==> src/logic/cap_regs_pkg.sv <==
/*
 * Constants for the device status and link capabilities config registers:
 * offsets, field positions, reset values and fixed capability codes.
 * Assumes configuration accesses arrive dword addressed with byte enables.
 */
// How it works
// - Status bits 15:6 always read zero
// - Bit 5 high while nonposted requests outstanding
// - Bit 4 mirrors auxiliary power presence
// - Bit 3 sticky on unsupported request
// - Bit 2 sticky on fatal error
// - Bit 1 sticky on nonfatal error
// - Bit 0 sticky on correctable error
// - Port number field reads constant zero
// - Capability bits 23:18 always read zero
// - Common clock: deep exit from diag bits 20:18
// - Separate clocks: deep exit from diag bits 17:15
// - Common clock: light exit reports 011b
// - Separate clocks: light exit reports 100b
// - Active PM support field reads 11b
// - Widest lane count reads 00 0001b
// - Fastest lane rate reads 1h
// - Link control bit 6 selects reported latencies
`default_nettype none
package cap_regs_pkg;

	// Byte offsets in configuration space, plus link control and diag field bit positions
	localparam logic [11:0] DEV_STATE_FLAGS_OFS  = 12'h09a;
	localparam logic [11:0] LINK_ABILITY_OFS     = 12'h09c;
	localparam logic [11:0] LINK_CTRL_OFS        = 12'h0a0;
	localparam logic [11:0] DIAG_CTRL1_OFS       = 12'h0c4;
	localparam int          COMMON_CLK_BIT       = 6;
	localparam int          DIAG_A_LSB           = 18;
	localparam int          DIAG_B_LSB           = 15;

	// Dword-aligned address width and byte lane of the status half
	localparam int          DW_ADDR_W            = 10;
	localparam int          STATUS_LANE          = 2;
	localparam int          STATUS_SHIFT         = 16;

	// Device status layout
	localparam int          NP_OUT_BIT           = 5;
	localparam int          AUX_BIT              = 4;
	localparam int          ERR_FLAGS            = 4;
	localparam logic [15:0] DEV_STATE_RESET      = 16'h0000;

	// Link capabilities layout and fixed codes
	localparam int          PORT_LSB             = 24;
	localparam int          DEEP_LSB             = 15;
	localparam int          LIGHT_LSB            = 12;
	localparam int          PM_LSB               = 10;
	localparam int          WIDTH_LSB            = 4;
	localparam int          RATE_LSB             = 0;
	localparam logic [7:0]  PORT_NUMBER          = 8'h00;
	localparam logic [2:0]  LIGHT_EXIT_COMMON    = 3'h3;
	localparam logic [2:0]  LIGHT_EXIT_SEPARATE  = 3'h4;
	localparam logic [1:0]  ACTIVE_PM_CODE       = 2'h3;
	localparam logic [5:0]  LANE_COUNT_CODE      = 6'h01;
	localparam logic [3:0]  LANE_RATE_CODE       = 4'h1;

	// Reply path states
	typedef enum logic [1:0] {
		RD_IDLE = 2'b01,
		RD_SEND = 2'b10
	} rd_state_e;

endpackage
`default_nettype wire

==> src/logic/status_evt_if.sv <==
/*
 * Interface carrying status events between the register front end,
 * the outstanding request tracker and the sticky error flags.
 * Assumes all parties run on one clock.
 */
`timescale 1ns/1ps
`default_nettype none
interface status_evt_if;
	logic                                   np_issue;
	logic                                   np_done;
	logic                                   pending;
	logic [cap_regs_pkg::ERR_FLAGS-1:0]     err_set;
	logic [cap_regs_pkg::ERR_FLAGS-1:0]     err_clr;
	logic [cap_regs_pkg::ERR_FLAGS-1:0]     err_flags;

	modport front (
		output np_issue,
		output np_done,
		output err_set,
		output err_clr,
		input  pending,
		input  err_flags
	);
	modport tracker (
		input  np_issue,
		input  np_done,
		output pending
	);
	modport flags (
		input  err_set,
		input  err_clr,
		output err_flags
	);
endinterface
`default_nettype wire

==> src/logic/np_tracker.sv <==
/*
 * Counts nonposted requests sent and not yet completed.
 * Assumes issue and done are one-cycle pulses; done without a
 * matching issue is ignored.
 */
`timescale 1ns/1ps
`default_nettype none
module np_tracker #(
	parameter int CNT_W = 8
) (
	// Clock and reset
	input  wire logic       ref_clk,
	input  wire logic       rstn,
	// Events
	status_evt_if.tracker   evt
);
	typedef struct packed {
		logic [CNT_W-1:0] cnt;
		logic             busy;
	} trk_s;

	trk_s st_q;
	trk_s st_d;

	if (CNT_W < 1 || CNT_W > 16) begin : g_chk
		$error("np_tracker: CNT_W out of range");
	end

	always_comb begin
		st_d = st_q;
		if (evt.np_issue && !evt.np_done && st_q.cnt != {CNT_W{1'b1}}) begin
			st_d.cnt = st_q.cnt + 1'b1;
		end else if (!evt.np_issue && evt.np_done && st_q.cnt != '0) begin
			st_d.cnt = st_q.cnt - 1'b1;
		end
		st_d.busy = (st_d.cnt != '0);
	end

	always_ff @(posedge ref_clk or negedge rstn) begin
		if (!rstn) begin
			st_q <= '0;
		end else begin
			st_q <= st_d;
		end
	end

	assign evt.pending = st_q.busy;
endmodule
`default_nettype wire

==> src/logic/err_flags.sv <==
/*
 * Sticky error detection flags, set by hardware and cleared by
 * writing one. Assumes set and clear arrive as one-cycle pulses.
 */
`timescale 1ns/1ps
`default_nettype none
module err_flags (
	// Clock and reset
	input  wire logic       ref_clk,
	input  wire logic       rstn,
	// Events
	status_evt_if.flags     evt
);
	typedef struct packed {
		logic [cap_regs_pkg::ERR_FLAGS-1:0] flag;
	} flg_s;

	flg_s st_q;
	flg_s st_d;

	always_comb begin
		st_d = st_q;
		for (int i = 0; i < cap_regs_pkg::ERR_FLAGS; i++) begin
			// Set wins over a clear in the same cycle
			if (evt.err_set[i]) begin
				st_d.flag[i] = 1'b1;
			end else if (evt.err_clr[i]) begin
				st_d.flag[i] = 1'b0;
			end
		end
	end

	always_ff @(posedge ref_clk or negedge rstn) begin
		if (!rstn) begin
			st_q <= '0;
		end else begin
			st_q <= st_d;
		end
	end

	assign evt.err_flags = st_q.flag;
endmodule
`default_nettype wire

==> src/logic/dev_link_regs.sv <==
/*
 * Configuration register front end for the device status and link
 * capabilities registers. Decodes dword-addressed config reads and
 * writes, returns read data one cycle after the request, and routes
 * error and request events into the tracker and sticky flags.
 * Assumes requests are synchronous to ref_clk and at most one per cycle.
 */
`timescale 1ns/1ps
`default_nettype none
module dev_link_regs #(
	parameter int NP_CNT_W = 8
) (
	// Clock and reset
	input  wire logic        ref_clk,
	input  wire logic        rstn,
	// Configuration access
	input  wire logic        cfg_rd,
	input  wire logic        cfg_wr,
	input  wire logic [9:0]  cfg_dw_addr,
	input  wire logic [3:0]  cfg_be,
	input  wire logic [31:0] cfg_wdata,
	output logic      [31:0] cfg_rdata,
	output logic             cfg_rvalid,
	// Bridge events
	input  wire logic        np_issue,
	input  wire logic        np_done,
	input  wire logic        unsupported_req,
	input  wire logic        fatal_err,
	input  wire logic        nonfatal_err,
	input  wire logic        correctable_err,
	input  wire logic        aux_supply_present,
	// Link control and diagnostic fields
	input  wire logic        common_clk_cfg,
	input  wire logic [2:0]  diag_deep_exit_a,
	input  wire logic [2:0]  diag_deep_exit_b,
	// Status mirror for error reporting logic
	output logic      [15:0] device_state_flags
);
	if (NP_CNT_W < 1 || NP_CNT_W > 16) begin : g_chk
		$error("dev_link_regs: NP_CNT_W out of range");
	end

	status_evt_if evt ();

	np_tracker #(
		.CNT_W   (NP_CNT_W)
	) u_tracker (
		.ref_clk (ref_clk),
		.rstn    (rstn),
		.evt     (evt)
	);

	err_flags u_flags (
		.ref_clk (ref_clk),
		.rstn    (rstn),
		.evt     (evt)
	);

	// Dword holding a byte offset
	function automatic logic hits(input logic [9:0] dw, input logic [11:0] ofs);
		hits = (dw == ofs[11:2]);
	endfunction

	// Device status word from live inputs
	function automatic logic [15:0] status_word(
		input logic       np_out,
		input logic       aux,
		input logic [3:0] errs
	);
		logic [15:0] w;
		w                           = cap_regs_pkg::DEV_STATE_RESET;
		w[cap_regs_pkg::NP_OUT_BIT] = np_out;
		w[cap_regs_pkg::AUX_BIT]    = aux;
		w[cap_regs_pkg::ERR_FLAGS-1:0] = errs;
		status_word                 = w;
	endfunction

	// Link capabilities word for the current clocking setting
	function automatic logic [31:0] caps_word(
		input logic       common,
		input logic [2:0] dea,
		input logic [2:0] deb
	);
		logic [31:0] w;
		w                               = 32'h0000_0000;
		w[cap_regs_pkg::PORT_LSB +: 8]  = cap_regs_pkg::PORT_NUMBER;
		// Latency pair follows link control bit 6
		if (common) begin
			w[cap_regs_pkg::DEEP_LSB +: 3]  = dea;
			w[cap_regs_pkg::LIGHT_LSB +: 3] = cap_regs_pkg::LIGHT_EXIT_COMMON;
		end else begin
			w[cap_regs_pkg::DEEP_LSB +: 3]  = deb;
			w[cap_regs_pkg::LIGHT_LSB +: 3] = cap_regs_pkg::LIGHT_EXIT_SEPARATE;
		end
		w[cap_regs_pkg::PM_LSB +: 2]    = cap_regs_pkg::ACTIVE_PM_CODE;
		w[cap_regs_pkg::WIDTH_LSB +: 6] = cap_regs_pkg::LANE_COUNT_CODE;
		w[cap_regs_pkg::RATE_LSB +: 4]  = cap_regs_pkg::LANE_RATE_CODE;
		caps_word                       = w;
	endfunction

	typedef struct packed {
		cap_regs_pkg::rd_state_e rd_st;
		logic [31:0]             rdata;
		logic                    rvalid;
		logic [15:0]             status;
	} front_s;

	front_s st_q;
	front_s st_d;

	logic [15:0] status_now;
	logic [31:0] caps_now;
	logic        status_hit_wr;

	// Event routing
	always_comb begin
		evt.np_issue = np_issue;
		evt.np_done  = np_done;
		evt.err_set  = {unsupported_req, fatal_err, nonfatal_err, correctable_err};
		status_hit_wr = cfg_wr && hits(cfg_dw_addr, cap_regs_pkg::DEV_STATE_FLAGS_OFS)
			&& cfg_be[cap_regs_pkg::STATUS_LANE];
		// Write one clears; status sits in the upper half of its dword
		evt.err_clr  = status_hit_wr
			? cfg_wdata[cap_regs_pkg::STATUS_SHIFT +: cap_regs_pkg::ERR_FLAGS]
			: '0;
	end

	always_comb begin
		status_now = status_word(evt.pending, aux_supply_present, evt.err_flags);
		caps_now   = caps_word(common_clk_cfg, diag_deep_exit_a, diag_deep_exit_b);
	end

	// Read reply path
	always_comb begin
		st_d        = st_q;
		st_d.status = status_now;
		st_d.rvalid = 1'b0;
		case (st_q.rd_st)
			cap_regs_pkg::RD_IDLE: begin
				if (cfg_rd) begin
					st_d.rd_st  = cap_regs_pkg::RD_SEND;
					st_d.rvalid = 1'b1;
					if (hits(cfg_dw_addr, cap_regs_pkg::DEV_STATE_FLAGS_OFS)) begin
						st_d.rdata = {status_now, 16'h0000};
					end else if (hits(cfg_dw_addr, cap_regs_pkg::LINK_ABILITY_OFS)) begin
						st_d.rdata = caps_now;
					end else begin
						st_d.rdata = 32'h0000_0000;
					end
				end
			end
			cap_regs_pkg::RD_SEND: begin
				st_d.rd_st = cap_regs_pkg::RD_IDLE;
				st_d.rdata = 32'h0000_0000;
			end
			default: begin
				st_d.rd_st = cap_regs_pkg::RD_IDLE;
				st_d.rdata = 32'h0000_0000;
			end
		endcase
	end

	always_ff @(posedge ref_clk or negedge rstn) begin
		if (!rstn) begin
			st_q.rd_st  <= cap_regs_pkg::RD_IDLE;
			st_q.rdata  <= 32'h0000_0000;
			st_q.rvalid <= 1'b0;
			st_q.status <= cap_regs_pkg::DEV_STATE_RESET;
		end else begin
			st_q <= st_d;
		end
	end

	assign cfg_rdata          = st_q.rdata;
	assign cfg_rvalid         = st_q.rvalid;
	assign device_state_flags = st_q.status;
endmodule
`default_nettype wire

==> config.mk <==
export PLATFORM = sky130hd
export DESIGN_NAME = dev_link_regs
export DESIGN_NICKNAME = d
export VERILOG_FILES = /design/src/logic/cap_regs_pkg.sv /design/src/logic/status_evt_if.sv /design/src/logic/np_tracker.sv /design/src/logic/err_flags.sv /design/src/logic/dev_link_regs.sv
export SDC_FILE = /design/constraint.sdc
export NUM_CORES = 1
export LEC_CHECK = 0
export BUFFER_PORTS_ARGS = -buffer_cell sky130_fd_sc_hd__buf_2
export CORE_UTILIZATION = 47
export DETAILED_ROUTE_END_ITERATION = 6
export PLACE_DENSITY_LB_ADDON = 0.08
export SLEW_MARGIN = 20
export SYNTH_ARGS = -nofsm -noshare
export SYNTH_HDL_FRONTEND = slang
export SYNTH_SLANG_ARGS = --single-unit
==> constraint.sdc <==
create_clock -name ref_clk -period 4.7 [get_ports ref_clk]
set_input_delay 0.705 -clock ref_clk [delete_from_list [all_inputs] [get_ports ref_clk]]
set_output_delay 0.705 -clock ref_clk [all_outputs]
set_load 0.05 [all_outputs]
=== Yosys cells after proc, flatten, opt, wreduce, memory -nomap -nowiden ===
Index checks and enable logic that the tools add are counted.

* Logic and storage cells: 48
* Memories: 0
* Bits in registers: 54
* Latch bits: 0
* Bits in read-only memories: 0
* Memory bits (writable): 0

* Bitwise operators: 0
* Div/mod/pow operators: 0
* Multiplexer cells: 17
* Add/sub/neg operators: 2
* Multipliers: 0
* Equality and inequality tests: 5
* Shifts and indexed selects: 0
* Magnitude comparators: 0
* Reductions and logical operators: 14

{| class="wikitable"
|+ Operator list
! operator !! number
|-
| $mux 35 || 1
|-
| $mux 34 || 1
|-
| $mux 32 || 1
|-
| $eq 10x6->1 const B || 2
|-
| $mux 18 || 1
|-
| $mux 8 || 2
|-
| $reduce_bool 8->1 || 2
|-
| $mux 1 || 9
|-
| $add 8x1->8 const B || 1
|-
| $ne 8x8->1 const B || 1
|-
| $reduce_bool 2->1 || 4
|-
| $sub 8x1->8 const B || 1
|-
| $logic_and 1x1->1 || 6
|-
| $mux 6 || 1
|-
| $mux 4 || 1
|-
| $eq 2x1->1 const B || 1
|-
| $logic_not 1->1 || 2
|-
| $ne 2x2->1 const B || 1
|}

=== Longest topological paths before layout ===
* Word-level depth: 6
* Gate-level depth with buffers: 7
* Gate-level depth less buffers: 7

=== Cells and area by module ===
From an unflattened synthesis, not the netlist that was laid out.

* Cells, all modules: 199
* Area total of the unflattened synthesis: 1976.9 µm²

{| class="wikitable"
|+ Modules (own cells, without submodules)
! module !! area an instance (µm²) !! times used !! sequential area each (µm²) !! cells an instance
|-
| dev_link_regs || 1104.8 || 1 || 476.7 || 108
|-
| np_tracker || 726.9 || 1 || 225.2 || 79
|-
| err_flags || 145.1 || 1 || 100.1 || 12
|}

=== Least setup slack after synthesis ===
No wires, ideal clock.

* Kind: register to register
* From: reg u_tracker.st_q[1] in the netlist's numbering
* To: reg u_tracker.st_q (netlist bit u_tracker.evt.pending)
* Path buffers: 0
* Setup slack: 2.412 ns
* Period minus slack after synthesis: 2.288 ns
* Arrival time: 2.150 ns
* Library setup time: 0.139 ns
* Stages on the path, launching flop included: 8
* Data required time: 4.561 ns
* Path through: dfrtp_1 -> inv_1 -> ha_1 -> or3b_1 -> o2111ai_1 -> nand3_1 -> a222oi_1 -> or4b_1

{| class="wikitable"
|+ RTL lines
! what !! RTL line !! RTL
|-
| from (decl) || np_tracker.sv:22 || <nowiki>trk_s st_q;</nowiki>
|-
| from (signal assigned) || np_tracker.sv:43 || <nowiki>st_q <= st_d;</nowiki>
|}

==> flow_metrics.tcl <==
set metrics [dict create \
    critPathSlowestCell "or4b_1" \
    ys_seq_area_frac 0.4085 \
    gp_congestion 0.8784 \
    outcome "completed" \
    fin_skew_ns 0.004753 \
    r2r_slack_ns 2.08 \
    stdcell_count 288 \
    cts_tree "done" \
    power.total_uw 926.9 \
    io_pins 113 \
    cts_buffer_depth 2 \
    routedWlPerCell_um 12.46 \
    hold_buffers 0 \
    yosys_most_used_dff "dfrtp_1" \
    grt_overflow 0 \
    hold_viol_final 0 \
    relSlewSlack 0.5443 \
    drive_gt1_frac 0.2815 \
    power_density_nw_per_um2 441.2 \
    initial_core_util 0.4908 \
    comb_power_share 0.290 \
    intPower_uw 572.9 \
    clkSlewWorstSetupHoldPaths_ns 0.06 \
    grt_max_degree 33 \
    finalSetupTns_ns 0 \
    placedCellCount 280 \
    critPathTopFamily "simple AND/OR/NAND/NOR gates" \
    crit_chain "inv_1 > ha_1 > or3b_1 > o2111ai_1 > nand3_1 > a222oi_1 > or4b_1" \
    cts_root_buf "clkbuf_8" \
    wl_mm 3.589 \
    finalCoreUtilization 0.5252 \
    hold_class "flop to flop" \
    antennaDiodeCount 0 \
    p_sw_uw 353.9 \
    cts.htree.levels 2 \
    layout_min_cycle_time_ns 2.618 \
    tightest_slew_ns 0.6835 \
    grt_pass1_wl_mm 5.623 \
    crit_fanout 6 \
    syn_inst 205 \
    design_area_um2 2101 \
    clock_power_share 0.274 \
    switching_share 0.3819 \
    yosys_warnings 0 \
    fin_crit_sh 0.5570 \
    rows 23 \
    drc 0 \
    yosysTopAreaCell "dfrtp_1" \
    power_frac_seq 0.436 \
    numPortBuffers 53 \
    grt_pass1_vias 1242 \
    layout_setup_ws_ns 2.082 \
    track_usage 0.1704 \
    via_count 1498 \
    yosys-top-cells-area "dfrtp_1 40%, buf_4 19%, nand2_1 2.9%, o21ai_0 2.0%, a21o_1 1.9%" \
    die_area_um2 4440 \
    syn_to_final_growth_pct 7.011 \
    clock-sinks 32 \
    crit_path_max_incr_delay_ns 0.47 \
    whs_ns 0.3902 \
    place_ws_ns 2.079 \
    antenna_found_initial 0 \
    p_leak_nw 1.020 \
    critPathKind "flop to flop" \
    syn_area_um2 1963 \
    cts_setup_buffers 0 \
    cp-end-kind "flop" \
    vias_per_cell 5.201 \
    cts-buffers-inserted 5 \
    syn_avg_cell_area_um2 9.576 \
    cts_resized 0 \
    multi_input_area_um2 829.5 \
    fmax_ghz 0.3820 \
    dieHeight_um 66.63 \
    drt_iter0_drc 67 \
    ant_nets 0 \
    clock_latency_ns 0.28 \
    synth_seq_cells 32 \
    place.detailed.hpwl_mm 2.710 \
    finalNetCount 304 \
    finalMaxSlewViolations 0 \
    cp.required_ns 4.85 \
    cap_viol_max_count 0 \
    rsz0062_at_grt "no" \
    worst_ep_arrival_time_ns 2.77 \
    core_um2 4000 \
    n_fill_cell 364 \
    ys_async_sr_fraction 1.000 \
    synth_top_area_share 0.3952 \
    critPathBufInv 1 \
    ir_drop_mv 0.3330 \
    ff_latch_area_um2 802.0 \
    yosysUniqueCellTypes 50 \
    synth.most_common_cell "buf_4" \
    dieWidth_um 66.63 \
    setup_viol 0 \
    start_kind "flop" \
    synth_common_cells "50 x buf_4, 31 x dfrtp_1, 15 x nand2_1" \
    post_dp_cell_area_um2 1993 \
    synth_edf_count 0 \
    dr.pass1.iters 4 \
]
-- path summary, 6_finish.rpt --
check	from	endpoint	cells past startpoint
max	u_tracker.st_q[1]$_DFF_PN0_	u_tracker.evt.pending$_DFF_PN0_	7
min	u_tracker.evt.pending$_DFF_PN0_	device_state_flags[5]$_DFF_PN0_	0
max reg2reg	u_tracker.st_q[1]$_DFF_PN0_	u_tracker.evt.pending$_DFF_PN0_	7
min reg2reg	u_tracker.evt.pending$_DFF_PN0_	device_state_flags[5]$_DFF_PN0_	0
max in group asynchronous	rstn	u_tracker.st_q[2]$_DFF_PN0_	1
min in group asynchronous	rstn	u_tracker.st_q[6]$_DFF_PN0_	1
-- cell type report --
| class | instances | area share |
|---|---|---|
| Sequential cell | 32 | 0.3818 |
| Multi-Input combinational cell | 136 | 0.3949 |
| Tap cell | 50 | 0.02978 |
| Clock buffer | 6 | 0.03454 |
| Timing Repair Buffer | 53 | 0.1263 |
| Clock inverter | 2 | 0.01668 |
| Inverter | 9 | 0.01608 |
-- metal layers --
metal / routed length (µm) / global-route usage / vias to the layer above / share of wire
met2: 1701 / 0.2576 / 70 / 0.47
met5: 0 / 0 / - / 0
li1: - / - / 706 / -
met1: 1596 / 0.2271 / 715 / 0.44
met3: 248 / 0.04795 / 7 / 0.069
met4: 42 / 0.06915 / 0 / 0.012
-- kinds of logic after synthesis --
logic type | share of synthesized area
compound gates | 0.1402
xor+xnor | 0.01339
fa+ha+maj | 0.01912
buf+inv | 0.2231
flops | 0.4085
mux | 0.01530
other cells | 0.001910
simple gates | 0.1785
-- sequential cells by signal, indices dropped and copies added, names as in the netlist --
signal                 count
u_flags.evt.err_flags      4
u_tracker.evt.pending      1
cfg_rdata                 10
u_tracker.st_q             8
cfg_rvalid                 1
st_q                       2
device_state_flags         6
-- worst reg2reg max path: cells and delay by family, from the launching register on --
kind / cells / cell delay [ns]
AO/OA/AOI/OAI: 2 / 0.73
adder cells (fa/ha/maj): 1 / 0.18
buffers and inverters: 1 / 0.13
flip-flops: 1 / 0.44
AND/OR/NAND/NOR: 3 / 1.02
-- cell usage in the layout (no fill, tap or decap), types with 4 or more instances in the layout --
master | synthesis | final
o21ai_0 | 8 | 8
conb_1 | 1 | 28
nand2_1 | 15 | 15
a21o_1 | 5 | 5
a22o_1 | 4 | 4
a21oi_1 | 7 | 7
nand3_1 | 4 | 4
nor3_1 | 5 | 5
a211oi_1 | 4 | 4
clkbuf_8 | 0 | 5
inv_1 | 9 | 9
nor2_1 | 8 | 8
buf_2 | 2 | 53
dfrtp_1 | 31 | 31
-- power by group through the flow --
stage	combinational (mW)	sequential, mW	clock, mW
global placement	0.264	0.403	0
finish	0.269	0.404	0.254
global route	0.302	0.413	0.271
detailed placement	0.267	0.405	0
CTS	0.268	0.400	0.262
floorplan	0.296	0.351	0
Note: power is estimated with default switching activity, not from simulation.
